## src/rtl/tfi_map.vh

```
`ifndef TFI_MAP_VH
`define TFI_MAP_VH
// Bus address of the device (7-bit form).
`define TFI_DEV_ADDR    7'h18
// Command that loads the telemetry read pointer.
`define TFI_CMD_RDPTR   8'h80
// Telemetry and mask register offsets.
`define TFI_REG_SETPT   8'h02
`define TFI_REG_CURR    8'h10
`define TFI_REG_VOLT    8'h12
`define TFI_REG_MODE    8'h16
`define TFI_REG_CAVG    8'h18
`define TFI_REG_VAVG    8'h1A
`define TFI_REG_DAC     8'h1C
`define TFI_REG_MASKRD  8'h22
`define TFI_REG_MASKWR  8'h2C
// Pointer step between word registers.
`define TFI_PTR_STEP    8'h02
// Timing, in nanoseconds.
`define TFI_CLK_NS      4
`define TFI_PULL_NS     50000
`define TFI_QUIET_NS    22000
`define TFI_SAMPLE_NS   100000
// Operating mode codes.
`define TFI_MODE_CV     2'h0
`define TFI_MODE_CC     2'h1
`define TFI_MODE_CP     2'h2
// Fault mask layout.
`define TFI_MASK_W      9
`define TFI_BIT_MODE    8
// Regulation DAC word: 5 V base, 100 mV per high count, 10 mV per low count.
`define TFI_DAC_BASE    13'h01F4
`define TFI_DAC_HI_STEP 13'h000A
// Current code full range (100 percent of sense threshold).
`define TFI_CURR_FULL   8'hC0
// Voltage report range limits and top-range step in 10 mV units.
`define TFI_V_LO        12'h2D0
`define TFI_V_MID       12'h3E8
`define TFI_V_HI_STEP   12'h00A
`endif

```

## src/rtl/tfi_telemetry.v

```verilog
// Summary of operation
// (RULE1) DAC word equal to setpoint means CV; lower means CC or CP by knee.
// (RULE2) DAC word reads as 5 V plus high*100 mV minus low*10 mV.
// (RULE3) Enabled fault on idle bus pulls clock line low 50 us at once.
// (RULE4) Fault during a transfer waits for its end, ~22 us, then 50 us low.
// (RULE5) Only masked-in faults signal; trigger clears enables until host rewrites.
// (RULE6) Mask readback survives a trigger and changes only on mask rewrite.
// (RULE7) Mask bit 6 flags secondary waiting for primary handshake.
// (RULE8) Mask bits 0..8: OV, UV, short, sense short, timer, latch, wait, switch, mode.
// (RULE9) Faults set to no response still pulse the clock line when enabled.
// (RULE10) Disable-output faults reset the system; host should not enable them.
// (RULE11) Output voltage reads as 12-bit count of 10 mV.
// (RULE12) Voltage steps coarsen with range, from 20 mV up to 100 mV.
// (RULE13) Word registers are sent low byte first, then high byte.
// (RULE14) Current code is relative to threshold, 192 means 100 percent.
// (RULE15) Host strips the odd parity bit in the current high byte.
// (RULE16) Averages are 16-sample rolling means at instantaneous resolution.
// (RULE17) Opening the bus switch clears averages, which then rebuild.
// (RULE18) Voltage and current registers refresh every 100 us.
// (RULE19) Bus service stops while logic supply is below reset threshold.
// (RULE20) Hosts without asymmetric clocking should stay at or below 535 kHz.
`include "tfi_map.vh"
module tfi_telemetry #(
  parameter SAMPLE_CYC = `TFI_SAMPLE_NS / `TFI_CLK_NS,
  parameter PULL_CYC   = (`TFI_PULL_NS + `TFI_CLK_NS - 1) / `TFI_CLK_NS,
  parameter QUIET_CYC  = (`TFI_QUIET_NS + `TFI_CLK_NS - 1) / `TFI_CLK_NS
) (
  input  wire                   clk,
  input  wire                   sys_rst,
  input  wire                   sclIn,
  output reg                    sclOut,
  output reg                    sclOe,
  input  wire                   sdaIn,
  output reg                    sdaOut,
  output reg                    sdaOe,
  input  wire                   supplyOk,
  input  wire [15:0]            dacWord,
  input  wire [15:0]            setpointWord,
  input  wire [11:0]            kneeVoltage,
  input  wire [11:0]            voltSample,
  input  wire [7:0]             currSample,
  input  wire                   busSwitchOpen,
  input  wire [`TFI_MASK_W-2:0] faultEvent,
  output reg  [1:0]             opMode
);

  // Counter end points, cut to the 16-bit counters on purpose.
  localparam integer SAMPLE_M1   = SAMPLE_CYC - 1;
  localparam integer PULL_M1     = PULL_CYC - 1;
  localparam integer QUIET_M1    = QUIET_CYC - 1;
  localparam [15:0]  SAMPLE_LAST = SAMPLE_M1[15:0];
  localparam [15:0]  PULL_LAST   = PULL_M1[15:0];
  localparam [15:0]  QUIET_LAST  = QUIET_M1[15:0];

  localparam [2:0] I_IDLE = 3'h0;
  localparam [2:0] I_ADDR = 3'h1;
  localparam [2:0] I_AACK = 3'h2;
  localparam [2:0] I_WR   = 3'h3;
  localparam [2:0] I_WACK = 3'h4;
  localparam [2:0] I_RD   = 3'h5;
  localparam [2:0] I_RACK = 3'h6;

  localparam [1:0] N_IDLE  = 2'h0;
  localparam [1:0] N_QUIET = 2'h1;
  localparam [1:0] N_PULL  = 2'h2;

  // DAC word to 10 mV units.
  function [12:0] dac_level;
    input [15:0] w;
    begin
      dac_level = `TFI_DAC_BASE + {5'h00, w[15:8]} * `TFI_DAC_HI_STEP
                  - {5'h00, w[7:0]}; // RULE2
    end
  endfunction

  // Odd parity over the high byte, carried in its top bit.
  function [15:0] curr_word;
    input [7:0] c;
    begin
      curr_word = {~(^7'h00), 7'h00, c}; // RULE14
    end
  endfunction

  // Drop precision as the voltage range rises.
  function [11:0] quantize;
    input [11:0] v;
    begin
      if (v < `TFI_V_LO)
        quantize = {v[11:1], 1'b0};
      else if (v < `TFI_V_MID)
        quantize = {v[11:2], 2'h0};
      else
        quantize = v - (v % `TFI_V_HI_STEP);
    end
  endfunction

  wire [2:0] syncOut;
  wire       sclS = syncOut[2];
  wire       sdaS = syncOut[1];
  wire       okS  = syncOut[0];

  tfi_sync #(
    .W (3)
  ) u_sync (
    .clk     (clk),
    .sys_rst (sys_rst),
    .din     ({sclIn, sdaIn, supplyOk}),
    .dout    (syncOut)
  );

  reg                    sclP;
  reg                    sdaP;
  reg                    busBusy;
  reg [2:0]              iState;
  reg [3:0]              bitCnt;
  reg [7:0]              shiftIn;
  reg [7:0]              txByte;
  reg                    rnw;
  reg                    ackOn;
  reg                    nack;
  reg [1:0]              wrIdx;
  reg [7:0]              cmd;
  reg [7:0]              ptr;
  reg                    hiByte;
  reg                    wrStbLo;
  reg                    wrStbHi;
  reg [7:0]              wrData;
  reg [15:0]             sampCnt;
  reg                    sampTick;
  reg [15:0]             currInst;
  reg [11:0]             voltInst;
  reg [`TFI_MASK_W-1:0]  maskEn;
  reg [`TFI_MASK_W-1:0]  maskRd;
  reg                    pending;
  reg                    deferred;
  reg [1:0]              nState;
  reg [15:0]             nCnt;
  reg [15:0]             curWord;
  reg [1:0]              next_opMode;

  wire sclRise = sclS & ~sclP;
  wire sclFall = ~sclS & sclP;
  wire startC  = sclS & sclP & sdaP & ~sdaS;
  wire stopC   = sclS & sclP & ~sdaP & sdaS;
  wire [7:0]  byteIn  = {shiftIn[6:0], sdaS};
  wire [7:0]  nextTx  = hiByte ? curWord[15:8] : curWord[7:0];
  wire [11:0] cAvg;
  wire [11:0] vAvg;

  // Register read decode; unmapped offsets read as zero.
  always @*
  begin
    case (ptr)
      `TFI_REG_SETPT:  curWord = setpointWord;
      `TFI_REG_CURR:   curWord = currInst;
      `TFI_REG_VOLT:   curWord = {4'h0, voltInst}; // RULE11
      `TFI_REG_MODE:   curWord = {14'h0000, opMode};
      `TFI_REG_CAVG:   curWord = curr_word(cAvg[7:0]); // RULE16
      `TFI_REG_VAVG:   curWord = {4'h0, vAvg};
      `TFI_REG_DAC:    curWord = dacWord; // RULE2
      `TFI_REG_MASKRD: curWord = {7'h00, maskRd};
      default:         curWord = 16'h0000;
    endcase
  end

  // Bus slave. It never stretches the clock, so SCL is left to the host
  // except while a fault pulse is being sent.
  always @(posedge clk)
  begin
    if (sys_rst)
    begin
      sclP    <= 1'b1;
      sdaP    <= 1'b1;
      busBusy <= 1'b0;
      iState  <= I_IDLE;
      bitCnt  <= 4'h0;
      shiftIn <= 8'h00;
      txByte  <= 8'h00;
      rnw     <= 1'b0;
      ackOn   <= 1'b0;
      nack    <= 1'b0;
      wrIdx   <= 2'h0;
      cmd     <= 8'h00;
      ptr     <= 8'h00;
      hiByte  <= 1'b0;
      wrStbLo <= 1'b0;
      wrStbHi <= 1'b0;
      wrData  <= 8'h00;
      sdaOe   <= 1'b0;
      sdaOut  <= 1'b0;
    end
    else
    begin
      sclP    <= sclS;
      sdaP    <= sdaS;
      wrStbLo <= 1'b0;
      wrStbHi <= 1'b0;
      if (!okS)
      begin
        busBusy <= 1'b0; // RULE19
        iState  <= I_IDLE;
        sdaOe   <= 1'b0;
      end
      else if (startC)
      begin
        busBusy <= 1'b1;
        iState  <= I_ADDR;
        bitCnt  <= 4'h0;
        wrIdx   <= 2'h0;
        hiByte  <= 1'b0;
        sdaOe   <= 1'b0;
      end
      else if (stopC)
      begin
        busBusy <= 1'b0;
        iState  <= I_IDLE;
        sdaOe   <= 1'b0;
      end
      else
      begin
        case (iState)
          I_ADDR:
          begin
            if (sclRise)
            begin
              shiftIn <= byteIn;
              bitCnt  <= bitCnt + 4'h1;
              if (bitCnt == 4'h7)
              begin
                bitCnt <= 4'h0;
                rnw    <= byteIn[0];
                ackOn  <= 1'b0;
                iState <= (byteIn[7:1] == `TFI_DEV_ADDR) ? I_AACK : I_IDLE;
              end
            end
          end
          I_AACK, I_WACK:
          begin
            if (sclFall)
            begin
              if (!ackOn)
              begin
                ackOn <= 1'b1;
                sdaOe <= 1'b1;
              end
              else if (rnw && iState == I_AACK)
              begin
                ackOn  <= 1'b0;
                txByte <= nextTx; // RULE13
                sdaOe  <= ~nextTx[7];
                iState <= I_RD;
              end
              else
              begin
                ackOn  <= 1'b0;
                sdaOe  <= 1'b0;
                iState <= I_WR;
              end
            end
          end
          I_WR:
          begin
            if (sclRise)
            begin
              shiftIn <= byteIn;
              bitCnt  <= bitCnt + 4'h1;
              if (bitCnt == 4'h7)
              begin
                bitCnt <= 4'h0;
                ackOn  <= 1'b0;
                iState <= I_WACK;
                if (wrIdx != 2'h3)
                  wrIdx <= wrIdx + 2'h1;
                if (wrIdx == 2'h0)
                  cmd <= byteIn;
                else if (cmd == `TFI_CMD_RDPTR && wrIdx == 2'h1)
                begin
                  ptr    <= byteIn;
                  hiByte <= 1'b0;
                end
                else if (cmd == `TFI_REG_MASKWR)
                begin
                  wrData  <= byteIn;
                  wrStbLo <= (wrIdx == 2'h1);
                  wrStbHi <= (wrIdx == 2'h2);
                end
              end
            end
          end
          I_RD:
          begin
            if (sclRise)
              bitCnt <= bitCnt + 4'h1;
            else if (sclFall)
            begin
              if (bitCnt == 4'h8)
              begin
                sdaOe  <= 1'b0;
                iState <= I_RACK;
                hiByte <= ~hiByte; // RULE13
                if (hiByte)
                  ptr <= ptr + `TFI_PTR_STEP;
              end
              else
              begin
                txByte <= {txByte[6:0], 1'b0};
                sdaOe  <= ~txByte[6];
              end
            end
          end
          I_RACK:
          begin
            if (sclRise)
              nack <= sdaS;
            else if (sclFall)
            begin
              if (nack)
                iState <= I_IDLE;
              else
              begin
                txByte <= nextTx;
                sdaOe  <= ~nextTx[7];
                bitCnt <= 4'h0;
                iState <= I_RD;
              end
            end
          end
          default:
          begin
            sdaOe <= 1'b0;
          end
        endcase
      end
    end
  end

  // Refresh tick for the measurement registers.
  always @(posedge clk)
  begin
    if (sys_rst)
    begin
      sampCnt  <= 16'h0000;
      sampTick <= 1'b0;
    end
    else
    begin
      sampTick <= (sampCnt == SAMPLE_LAST); // RULE18
      sampCnt  <= (sampCnt == SAMPLE_LAST) ? 16'h0000 : sampCnt + 16'h0001;
    end
  end

  // Operating mode follows the regulation loop input.
  always @*
  begin
    next_opMode = opMode;
    if (dacWord == setpointWord)
      next_opMode = `TFI_MODE_CV; // RULE1
    else if (dac_level(dacWord) < dac_level(setpointWord))
      next_opMode = (voltInst < kneeVoltage) ? `TFI_MODE_CC : `TFI_MODE_CP; // RULE1
  end

  // Instantaneous registers latch on the tick; codes above full range clamp.
  always @(posedge clk)
  begin
    if (sys_rst)
    begin
      currInst <= curr_word(8'h00);
      voltInst <= 12'h000;
      opMode   <= `TFI_MODE_CV;
    end
    else if (sampTick)
    begin
      currInst <= curr_word((currSample > `TFI_CURR_FULL) ? `TFI_CURR_FULL
                                                          : currSample); // RULE14
      voltInst <= quantize(voltSample); // RULE12
      opMode   <= next_opMode;
    end
  end

  tfi_avg16 #(
    .W (12)
  ) u_avg_curr (
    .clk     (clk),
    .sys_rst (sys_rst),
    .clear   (busSwitchOpen), // RULE17
    .push    (sampTick),
    .sample  ({4'h0, currInst[7:0]}),
    .mean    (cAvg)
  );

  tfi_avg16 #(
    .W (12)
  ) u_avg_volt (
    .clk     (clk),
    .sys_rst (sys_rst),
    .clear   (busSwitchOpen), // RULE17
    .push    (sampTick),
    .sample  (voltInst), // RULE16
    .mean    (vAvg)
  );

  // Fault sources by bit; bit 6 is the handshake wait, bit 8 a mode change.
  // Response settings do not gate the pulse: no-response faults still signal.
  wire                   modeEvt = sampTick && (next_opMode != opMode);
  wire [`TFI_MASK_W-1:0] events  = {modeEvt, faultEvent}; // RULE8 RULE7 RULE9
  wire [`TFI_MASK_W-1:0] hit     = events & maskEn; // RULE5
  wire                   lineIdle = !busBusy && sclS && sdaS;
  wire                   consume  = (nState == N_IDLE) && pending && lineIdle;

  // Enables drop on a trigger, but a low-byte rewrite in the same cycle re-arms; a high-byte one sets only bit 8.
  // The readback copy changes only on rewrite, never on a trigger.
  always @(posedge clk)
  begin
    if (sys_rst)
    begin
      maskEn <= {`TFI_MASK_W{1'b0}};
      maskRd <= {`TFI_MASK_W{1'b0}};
    end
    else
    begin
      if (|hit)
        maskEn <= {`TFI_MASK_W{1'b0}}; // RULE5
      if (wrStbLo)
      begin
        maskEn <= {1'b0, wrData};
        maskRd <= {1'b0, wrData}; // RULE6
      end
      else if (wrStbHi)
      begin
        maskEn[`TFI_BIT_MODE] <= wrData[0];
        maskRd[`TFI_BIT_MODE] <= wrData[0]; // RULE6
      end
    end
  end

  // Clock-line pulse sequencer. A new fault sets pending even while it is
  // being consumed, so nothing is lost. A disable-output fault resets the
  // whole system elsewhere, which may cut a pulse short.
  always @(posedge clk)
  begin
    if (sys_rst)
    begin
      pending  <= 1'b0;
      deferred <= 1'b0;
      nState   <= N_IDLE;
      nCnt     <= 16'h0000;
      sclOe    <= 1'b0; // RULE10
      sclOut   <= 1'b0;
    end
    else
    begin
      pending <= (pending & ~consume) | (|hit);
      if (|hit && !lineIdle)
        deferred <= 1'b1; // RULE4
      else if (consume)
        deferred <= 1'b0;
      case (nState)
        N_IDLE:
        begin
          nCnt <= 16'h0000;
          if (consume)
          begin
            nState <= deferred ? N_QUIET : N_PULL; // RULE3 RULE4
            sclOe  <= ~deferred; // RULE3
          end
        end
        N_QUIET:
        begin
          if (busBusy)
            nCnt <= 16'h0000;
          else if (nCnt == QUIET_LAST)
          begin
            nCnt   <= 16'h0000;
            nState <= N_PULL;
            sclOe  <= 1'b1; // RULE4
          end
          else
            nCnt <= nCnt + 16'h0001;
        end
        N_PULL:
        begin
          if (nCnt == PULL_LAST)
          begin
            nCnt   <= 16'h0000;
            nState <= N_IDLE;
            sclOe  <= 1'b0; // RULE3 RULE4
          end
          else
            nCnt <= nCnt + 16'h0001;
        end
        default:
        begin
          nState <= N_IDLE;
          sclOe  <= 1'b0;
        end
      endcase
    end
  end

endmodule // tfi_telemetry

```

## src/rtl/tfi_sync.v

```verilog
// Two-stage synchroniser for pins and other foreign-domain levels.
module tfi_sync #(
  parameter W = 1
) (
  input  wire         clk,
  input  wire         sys_rst,
  input  wire [W-1:0] din,
  output reg  [W-1:0] dout
);

  reg [W-1:0] stage1;

  // The first stage feeds only the second, to contain metastability.
  always @(posedge clk)
  begin
    if (sys_rst)
    begin
      stage1 <= {W{1'b1}};
      dout   <= {W{1'b1}};
    end
    else
    begin
      stage1 <= din;
      dout   <= stage1;
    end
  end

endmodule // tfi_sync

```

## src/rtl/tfi_avg16.v

```verilog
// Sixteen-sample rolling mean with a synchronous clear.
module tfi_avg16 #(
  parameter W = 12
) (
  input  wire         clk,
  input  wire         sys_rst,
  input  wire         clear,
  input  wire         push,
  input  wire [W-1:0] sample,
  output wire [W-1:0] mean
);

  reg [W-1:0] hist [0:15];
  reg [3:0]   idx;
  reg [W+3:0] sum;
  integer     i;

  // Empty slots count as zero, so the mean climbs from zero after a clear.
  always @(posedge clk)
  begin
    if (sys_rst || clear)
    begin
      idx <= 4'h0;
      sum <= {(W+4){1'b0}};
      for (i = 0; i < 16; i = i + 1)
        hist[i] <= {W{1'b0}};
    end
    else if (push)
    begin
      sum       <= sum + {4'h0, sample} - {4'h0, hist[idx]};
      hist[idx] <= sample;
      idx       <= idx + 4'h1;
    end
  end

  // Dividing by sixteen keeps the resolution of the raw samples.
  assign mean = sum[W+3:4];

endmodule // tfi_avg16

```

## config.mk

```make
export PLATFORM = sky130hd
export DESIGN_NAME = tfi_telemetry
export DESIGN_NICKNAME = d
export VERILOG_FILES = /design/src/rtl/tfi_telemetry.v /design/src/rtl/tfi_sync.v /design/src/rtl/tfi_avg16.v
export VERILOG_INCLUDE_DIRS = /design/src /design/src/rtl
export SDC_FILE = /design/constraint.sdc
export NUM_CORES = 1
export LEC_CHECK = 0
export BUFFER_PORTS_ARGS = -buffer_cell sky130_fd_sc_hd__buf_4
export CAP_MARGIN = 20
export CORE_UTILIZATION = 65
export CTS_CLUSTER_DIAMETER = 200
export DETAILED_ROUTE_END_ITERATION = 6
export PLACE_DENSITY = 0.93
export SLEW_MARGIN = 40
export SYNTH_ARGS = -nofsm -noshare
export SYNTH_HDL_FRONTEND = slang
export SYNTH_SLANG_ARGS = --single-unit
```

## constraint.sdc

```tcl
create_clock -name clk -period 8.33 [get_ports clk]
set_input_delay 0.4165 -clock clk [delete_from_list [all_inputs] [get_ports clk]]
set_output_delay 0.4165 -clock clk [all_outputs]
set_load 0.01 [all_outputs]
```

# Yosys cells after proc, flatten, opt, wreduce, memory -nomap -nowiden
# Memories as Yosys holds them, arrays and structs flattened. A register that Yosys moved wholly into a read port is not among the register bits.
# Index checks and enable logic that the tools add are counted.
classes:
  magnitude_cmp: 5
  n_mul: 2
  bitwise_logic: 29
  shift: 0
  n_eq_ne: 76
  addsub: 16
  n_reduce_logical: 54
  mux: 121
  n_div: 1
ops:
  columns: ["cell", "n"]
  rows:
  - ["16-bit one-hot mux with 8 select lines", 1]
  - ["8-bit two-way mux", 12]
  - ["7-bit two-way mux", 9]
  - ["4-bit two-way mux", 14]
  - ["8-bit by 5-bit == test with 1-bit output, second input constant", 6]
  - ["16-bit two-way mux", 3]
  - ["16-bit one-hot mux with 3 select lines", 1]
  - ["2-bit != test, second input constant", 23]
  - ["4-bit != test, second input constant", 11]
  - ["1-bit two-way mux", 40]
  - ["3-bit two-way mux", 13]
  - ["12-bit two-way mux", 3]
  - ["12-bit AND reduction", 3]
  - ["3-bit != test, second input constant", 11]
  - ["16-bit by 1-bit adder with 16-bit output, second input constant", 2]
  - ["16-bit by 12-bit subtractor with 16-bit output", 2]
  - ["2-bit two-way mux", 15]
  - ["9-bit by 12-bit adder with 13-bit output, first input constant", 2]
  - ["13-bit by 8-bit subtractor with 13-bit output", 2]
  - ["12-bit by 10-bit less-than comparator with 1-bit output, second input constant", 2]
  - ["8-bit by 3-bit multiplier with 11-bit output, second input constant", 2]
  - ["7-bit one-hot mux with 3 select lines", 1]
  - ["7-bit AND reduction", 3]
  - ["2-bit nonzero test", 10]
  - ["other kinds (61)", 113]
word_totals:
  elab_cells: 345
  output_inout_bits: 6
  in_bits: 78
  mem_bits_ro: 0
  regBits: 181
  ramBits: 320
  latch_bits: 0
  n_memories: 2
memory_table:
  columns: ["memory", "depth", "width", "rd", "rd_clocked_by_memory_dff", "wr", "line", "rtl"]
  rows:
  - ["u_avg_volt.hist", 16, 12, 1, 1, 16, "tfi_avg16.v:13", "reg [W-1:0] hist [0:15];"]
  - ["u_avg_curr.hist", 16, 8, 1, 1, 16, "tfi_avg16.v:13", null]

# Longest topological paths before layout
depth:
  ltp_word: 12
  depth_mapped: 28
  depth_no_buf: 25

# Cells and area by module
# A second synthesis with hierarchy kept.
unflattened:
  cells_unflattened: 2992
  hier_area_um2: 32406.1
by_module_without_submodules:
  columns: ["mod", "area_per_inst_um2", "seq_area_each_um2", "instances", "cells_each"]
  rows:
  - ["tfi_telemetry", 10757.8, 2662.6, 1, 1360]
  - ["tfi_avg16 (u_avg_volt)", 10755.3, 6246.0, 1, 816]
  - ["tfi_avg16 (u_avg_curr)", 10735.3, 6246.0, 1, 804]
  - ["tfi_sync", 157.7, 120.1, 1, 12]

# Worst setup path after synthesis
# OpenSTA, ideal clock, no wires.
synth_path:
  path_type: "input-to-reg"
  startpoint: "input port voltSample[8]"
  endpoint: "register voltInst[11]"
  arrival_ps: 5466
  t_required_ps: 8256
  path_buffers: 2
  cell_stages: 25
  setup_ps: 74
  slack_ps: 2790
  cell_sequence: "buf_4 -> o21ba_1 -> a311o_1 -> and2_1 -> or4_1 -> a31o_1 -> o211ai_1 -> buf_2 -> nor3_1 -> o41a_2 -> mux2i_1 -> or2_1 -> mux2_2 -> ha_1 -> o21ai_0 -> a21boi_0 -> o21ai_0 -> a21boi_0 -> o21ai_0 -> a21oi_1 -> a21o_1 -> a21oi_1 -> xnor2_1 -> o32a_1 -> a31oi_1"
synth_between:
  elab_chain_len: 4
  word_cells_on_any_way: 6
  cone_classes: "1 x add/sub; 1 x div; 2 x order compare; 2 x mux"
synth_lines:
  columns: ["element", "line", "rtl"]
  rows:
  - ["start, declared", "tfi_telemetry.v:40", "input wire [11:0] voltSample,"]
  - ["12-bit by 4-bit modulo with 12-bit output (no line)", null, null]
  - ["12-bit subtractor", "tfi_telemetry.v:93", "quantize = v - (v % `TFI_V_HI_STEP);"]
  - ["12-bit two-way mux", "tfi_telemetry.v:90", "else if (v < `TFI_V_MID)"]
  - ["12-bit two-way mux *", "tfi_telemetry.v:88", "if (v < `TFI_V_LO)"]
  - ["end signal, assigned", "tfi_telemetry.v:375", "voltInst <= quantize(voltSample);"]
  - ["end, declared", "tfi_telemetry.v:131", "reg [11:0] voltInst;"]
# Mark *: on every way between the ends. The rest lies on a longest branch, timed or not.
# A chain may end at the register's enable or synchronous reset.

==> flow_summary.ini <==
[logic_synthesis]
netlist.area_leader.share_pct = 32.9
synth_most_common_cell = edfxtp_1
synthArstFlopShare_pct = 0
synth_area_leaders = edfxtp_1 (33%), dfxtp_1 (13%), mux4_2 (7.7%), ha_1 (6.4%), and3_1 (5.5%)
ys_warn_count = 0
netlist_area_um2 = 27800
synth_largest_area_cell = edfxtp_1
synth-seq-cells = 486
synthCells = 2651
synth-main-ff-cell = edfxtp_1
synth_common_cells = edfxtp_1 (304), nor2_1 (263), and3_1 (245)
synth_edf_count = 304
avgSynthCellArea_um2 = 10.5
yosysUniqueCellTypes = 85
yosysSeqAreaShare_pct = 46.0

[routing]
via_count = 22419
dr.pass1.iters = 7
wl_per_cell_um = 23.8
finalWirelength_um = 76500
antenna_left = 0
drc = 9
initialDrtViolationCount = 3566
vias_per_cell = 6.97

[clocking]
cts_hold_buffers = 0
clock_path_buffers = 3
htree_levels = 2
numCtsBuffers = 46
path_clk_slew_ns = 0.06
clock-sinks = 486
cts_setup_buffers = 0
cts_tree = done
insertion_delay_ns = 0.57
cts_root_buf = clkbuf_16
cts_resized = 0

[sta]
holdWs_ns = 0.0548
finalCriticalPeriod_ns = 6.14
setup_viol = 0
clock.fmax_mhz = 163
fin_worst_skew_ns = 0.0286
setup_tns_ns = 0
worst_pin_slew_ns = 0.904
rsz0062_at_grt = false
slew_headroom_pct = 39.8
timing.final.ws_setup_ns = 2.19
slew_violations = 0
fin_crit_sh_pct = 73.7
hold_violations = 0

[critical_path]
crit_type = reg2reg
critPathArrivalTime_ns = 6.53
cp_slowest_cell = dfxtp_4
worstPathMaxFanout = 28
reg2reg_depth = 17
reg2reg_slack_ns = 2.19
worst_setup_path_start_kind = register
cp-end-kind = register
critPathTopFamily = compound AO/OA/AOI/OAI gates
r2r-end = u_avg_volt.sum[15]
required_ns = 8.72
path_cells = mux4_2 > mux4_2 > fa_1 > inv_1 > fa_1 > a21o_1 > a21oi_1 > o21ai_0 > a21oi_1 > o21ai_0 > a21oi_1 > o21ai_0 > a2111oi_0 > o31ai_1 > mux2i_1 > xnor2_1 > nor2_1
crit_buf_inv = 1
cpPeakStageDelay_ns = 0.74

[placement]
place_hpwl_um = 47900
post-place-ws_ns = 1.86
gp_congestion = 0.954
numPortBuffers = 80
post-place-cells = 3129
dpl_cell_area_um2 = 28700

[layout]
finalNetCount = 2884
ff_latch_area_um2 = 12800
instances_no_fill = 3216
multi_input_area_um2 = 13600
drive_gt1_share_pct = 12.0
fin_area_um2 = 30200
area_growth_pct = 8.74
n_fill_cell = 2437

[min_path]
hold_depth = 2
worstHoldStart = sclIn
min_to = u_sync.stage1[2]
hp-class = in2reg

[global_route]
overflow = 0
grt_util_met2_pct = 56.3
grt_use_met3_pct = 7.42
grt_usage_pct = 34.7
antenna_found_initial = 2
grt_pass1_vias = 22171
grt_pass1_wl_um = 119000
use_met1_pct = 42.9
busiest_layer = met2
grt_max_degree = 107

[die]
initial_core_util_pct = 66.1
die_x_um = 209
core_area_um2 = 42000
fp-row-count = 75
die_y_um = 209
die-area_um2 = 43600
pin_count = 84

[power_and_ir_drop]
combinationalPowerShare_pct = 13.7
power.internal_mw = 4.14
pwr-share-seq_pct = 48.0
clkPwrFrac_pct = 38.3
ir_drop_v = 0.000192
power.leakage_nw = 12.3
p_sw_mw = 1.37
power.density_nw_per_um2 = 182
switching_share_pct = 24.8

[status]
status = complete, but fails checks
violations = DRC

[job]
cap_violations = 0
[layout by cell type, fill, tap and decap left out, types with 15 or more instances in the layout]
master	Yosys	routed
or2_2	17	17
a21oi_1	120	119
nand3_1	44	44
clkbuf_1	156	18
inv_1	202	202
mux2i_1	74	74
nand3b_1	19	19
and3_1	245	245
edfxtp_1	304	304
xnor2_1	65	65
or3_1	15	15
nand2b_1	25	25
fa_1	25	25
nand4_1	16	16
buf_4	4	115
nor3_1	34	30
a22oi_1	26	26
a21o_1	24	24
nand2_1	156	156
nor2_1	263	262
nor2b_1	32	32
a211oi_1	23	23
mux4_2	95	95
ha_1	143	143
o21ai_0	76	76
a31oi_1	15	15
xor2_1	30	30
dfxtp_1	182	176
clkbuf_16	0	50
[metal layers]
layer,part of all wire (%),up-vias
met3,13,447
met2,46,1931
met5,0,-
met1,34,10495
li1,-,9546
met4,7.0,0
[worst max path at each step]
stage	from	endpoint	slack (ns)	cells past startpoint
finish	register	u_avg_volt.sum[15]	2.19	17
global route	voltSample[7]	voltInst[11]	1.86	25
CTS	register	u_avg_curr.sum[11]	2.35	18
detailed placement	voltSample[7]	voltInst[11]	1.86	24
global placement	voltSample[7]	voltInst[11]	1.85	24
floorplan	voltSample[8]	voltInst[11]	2.79	25
[worst reg2reg max path, cell delays in order (launching register included)]
cell,delay [ns]
dfxtp_4,0.74
mux4_2,0.68
mux4_2,0.52
fa_1,0.57
inv_1,0.08
fa_1,0.41
a21o_1,0.19
a21oi_1,0.30
o21ai_0,0.20
a21oi_1,0.33
o21ai_0,0.14
a21oi_1,0.29
o21ai_0,0.19
a2111oi_0,0.68
o31ai_1,0.21
mux2i_1,0.24
xnor2_1,0.14
nor2_1,0.05
[power by group through the flow]
stage	registers (mW)	logic [mW]	clock network, mW
after detailed placement	2.69	0.731	0
final	2.64	0.755	2.11
after CTS	2.64	0.743	2.09
after global placement	2.68	0.689	0
after global routing	2.64	0.841	2.19
after floorplan	2.68	0.556	0
[sequential cells by signal, indices dropped and copies added (netlist names), 7 cells and up, named ones only]
signal / flops
shiftIn: 7
u_avg_curr.hist: 128
maskEn: 9
currInst: 8
txByte: 7
ptr: 8
u_avg_volt.hist: 176
sampCnt: 16
wrData: 8
u_avg_curr.sum: 12
cmd: 8
nCnt: 16
u_avg_volt.sum: 15
maskRd: 9
voltInst: 11
[cell families after synthesis]
logic type               share of synthesized area, %
other                                          0.0270
flip-flops                                       46.0
multiplexers                                     10.4
AND/OR/NAND/NOR                                  17.0
buffers and inverters                            5.35
adder cells (fa/ha/maj)                          8.25
AO/OA/AOI/OAI                                    10.0
XOR/XNOR                                         3.00
[metrics by stage]
stage | util [%] | power [mW]
floorplan | - | 3.23
global placement | 68.2 | 3.37
detailed placement | 68.2 | 3.42
CTS | 71.8 | 5.47
global route | 71.8 | 5.68
finish | 71.8 | 5.50
[layout make-up]
| type | count | area share (%) |
|---|---|---|
| Inverter | 204 | 2.54 |
| Timing Repair Buffer | 116 | 2.90 |
| Sequential cell | 486 | 42.3 |
| Clock buffer | 75 | 4.69 |
| Antenna cell | 1 | 0.00829 |
| Tap cell | 539 | 2.23 |
| Multi-Input combinational cell | 1784 | 45.0 |
| Clock inverter | 11 | 0.269 |
Note: power is estimated with default switching activity, not from simulation.
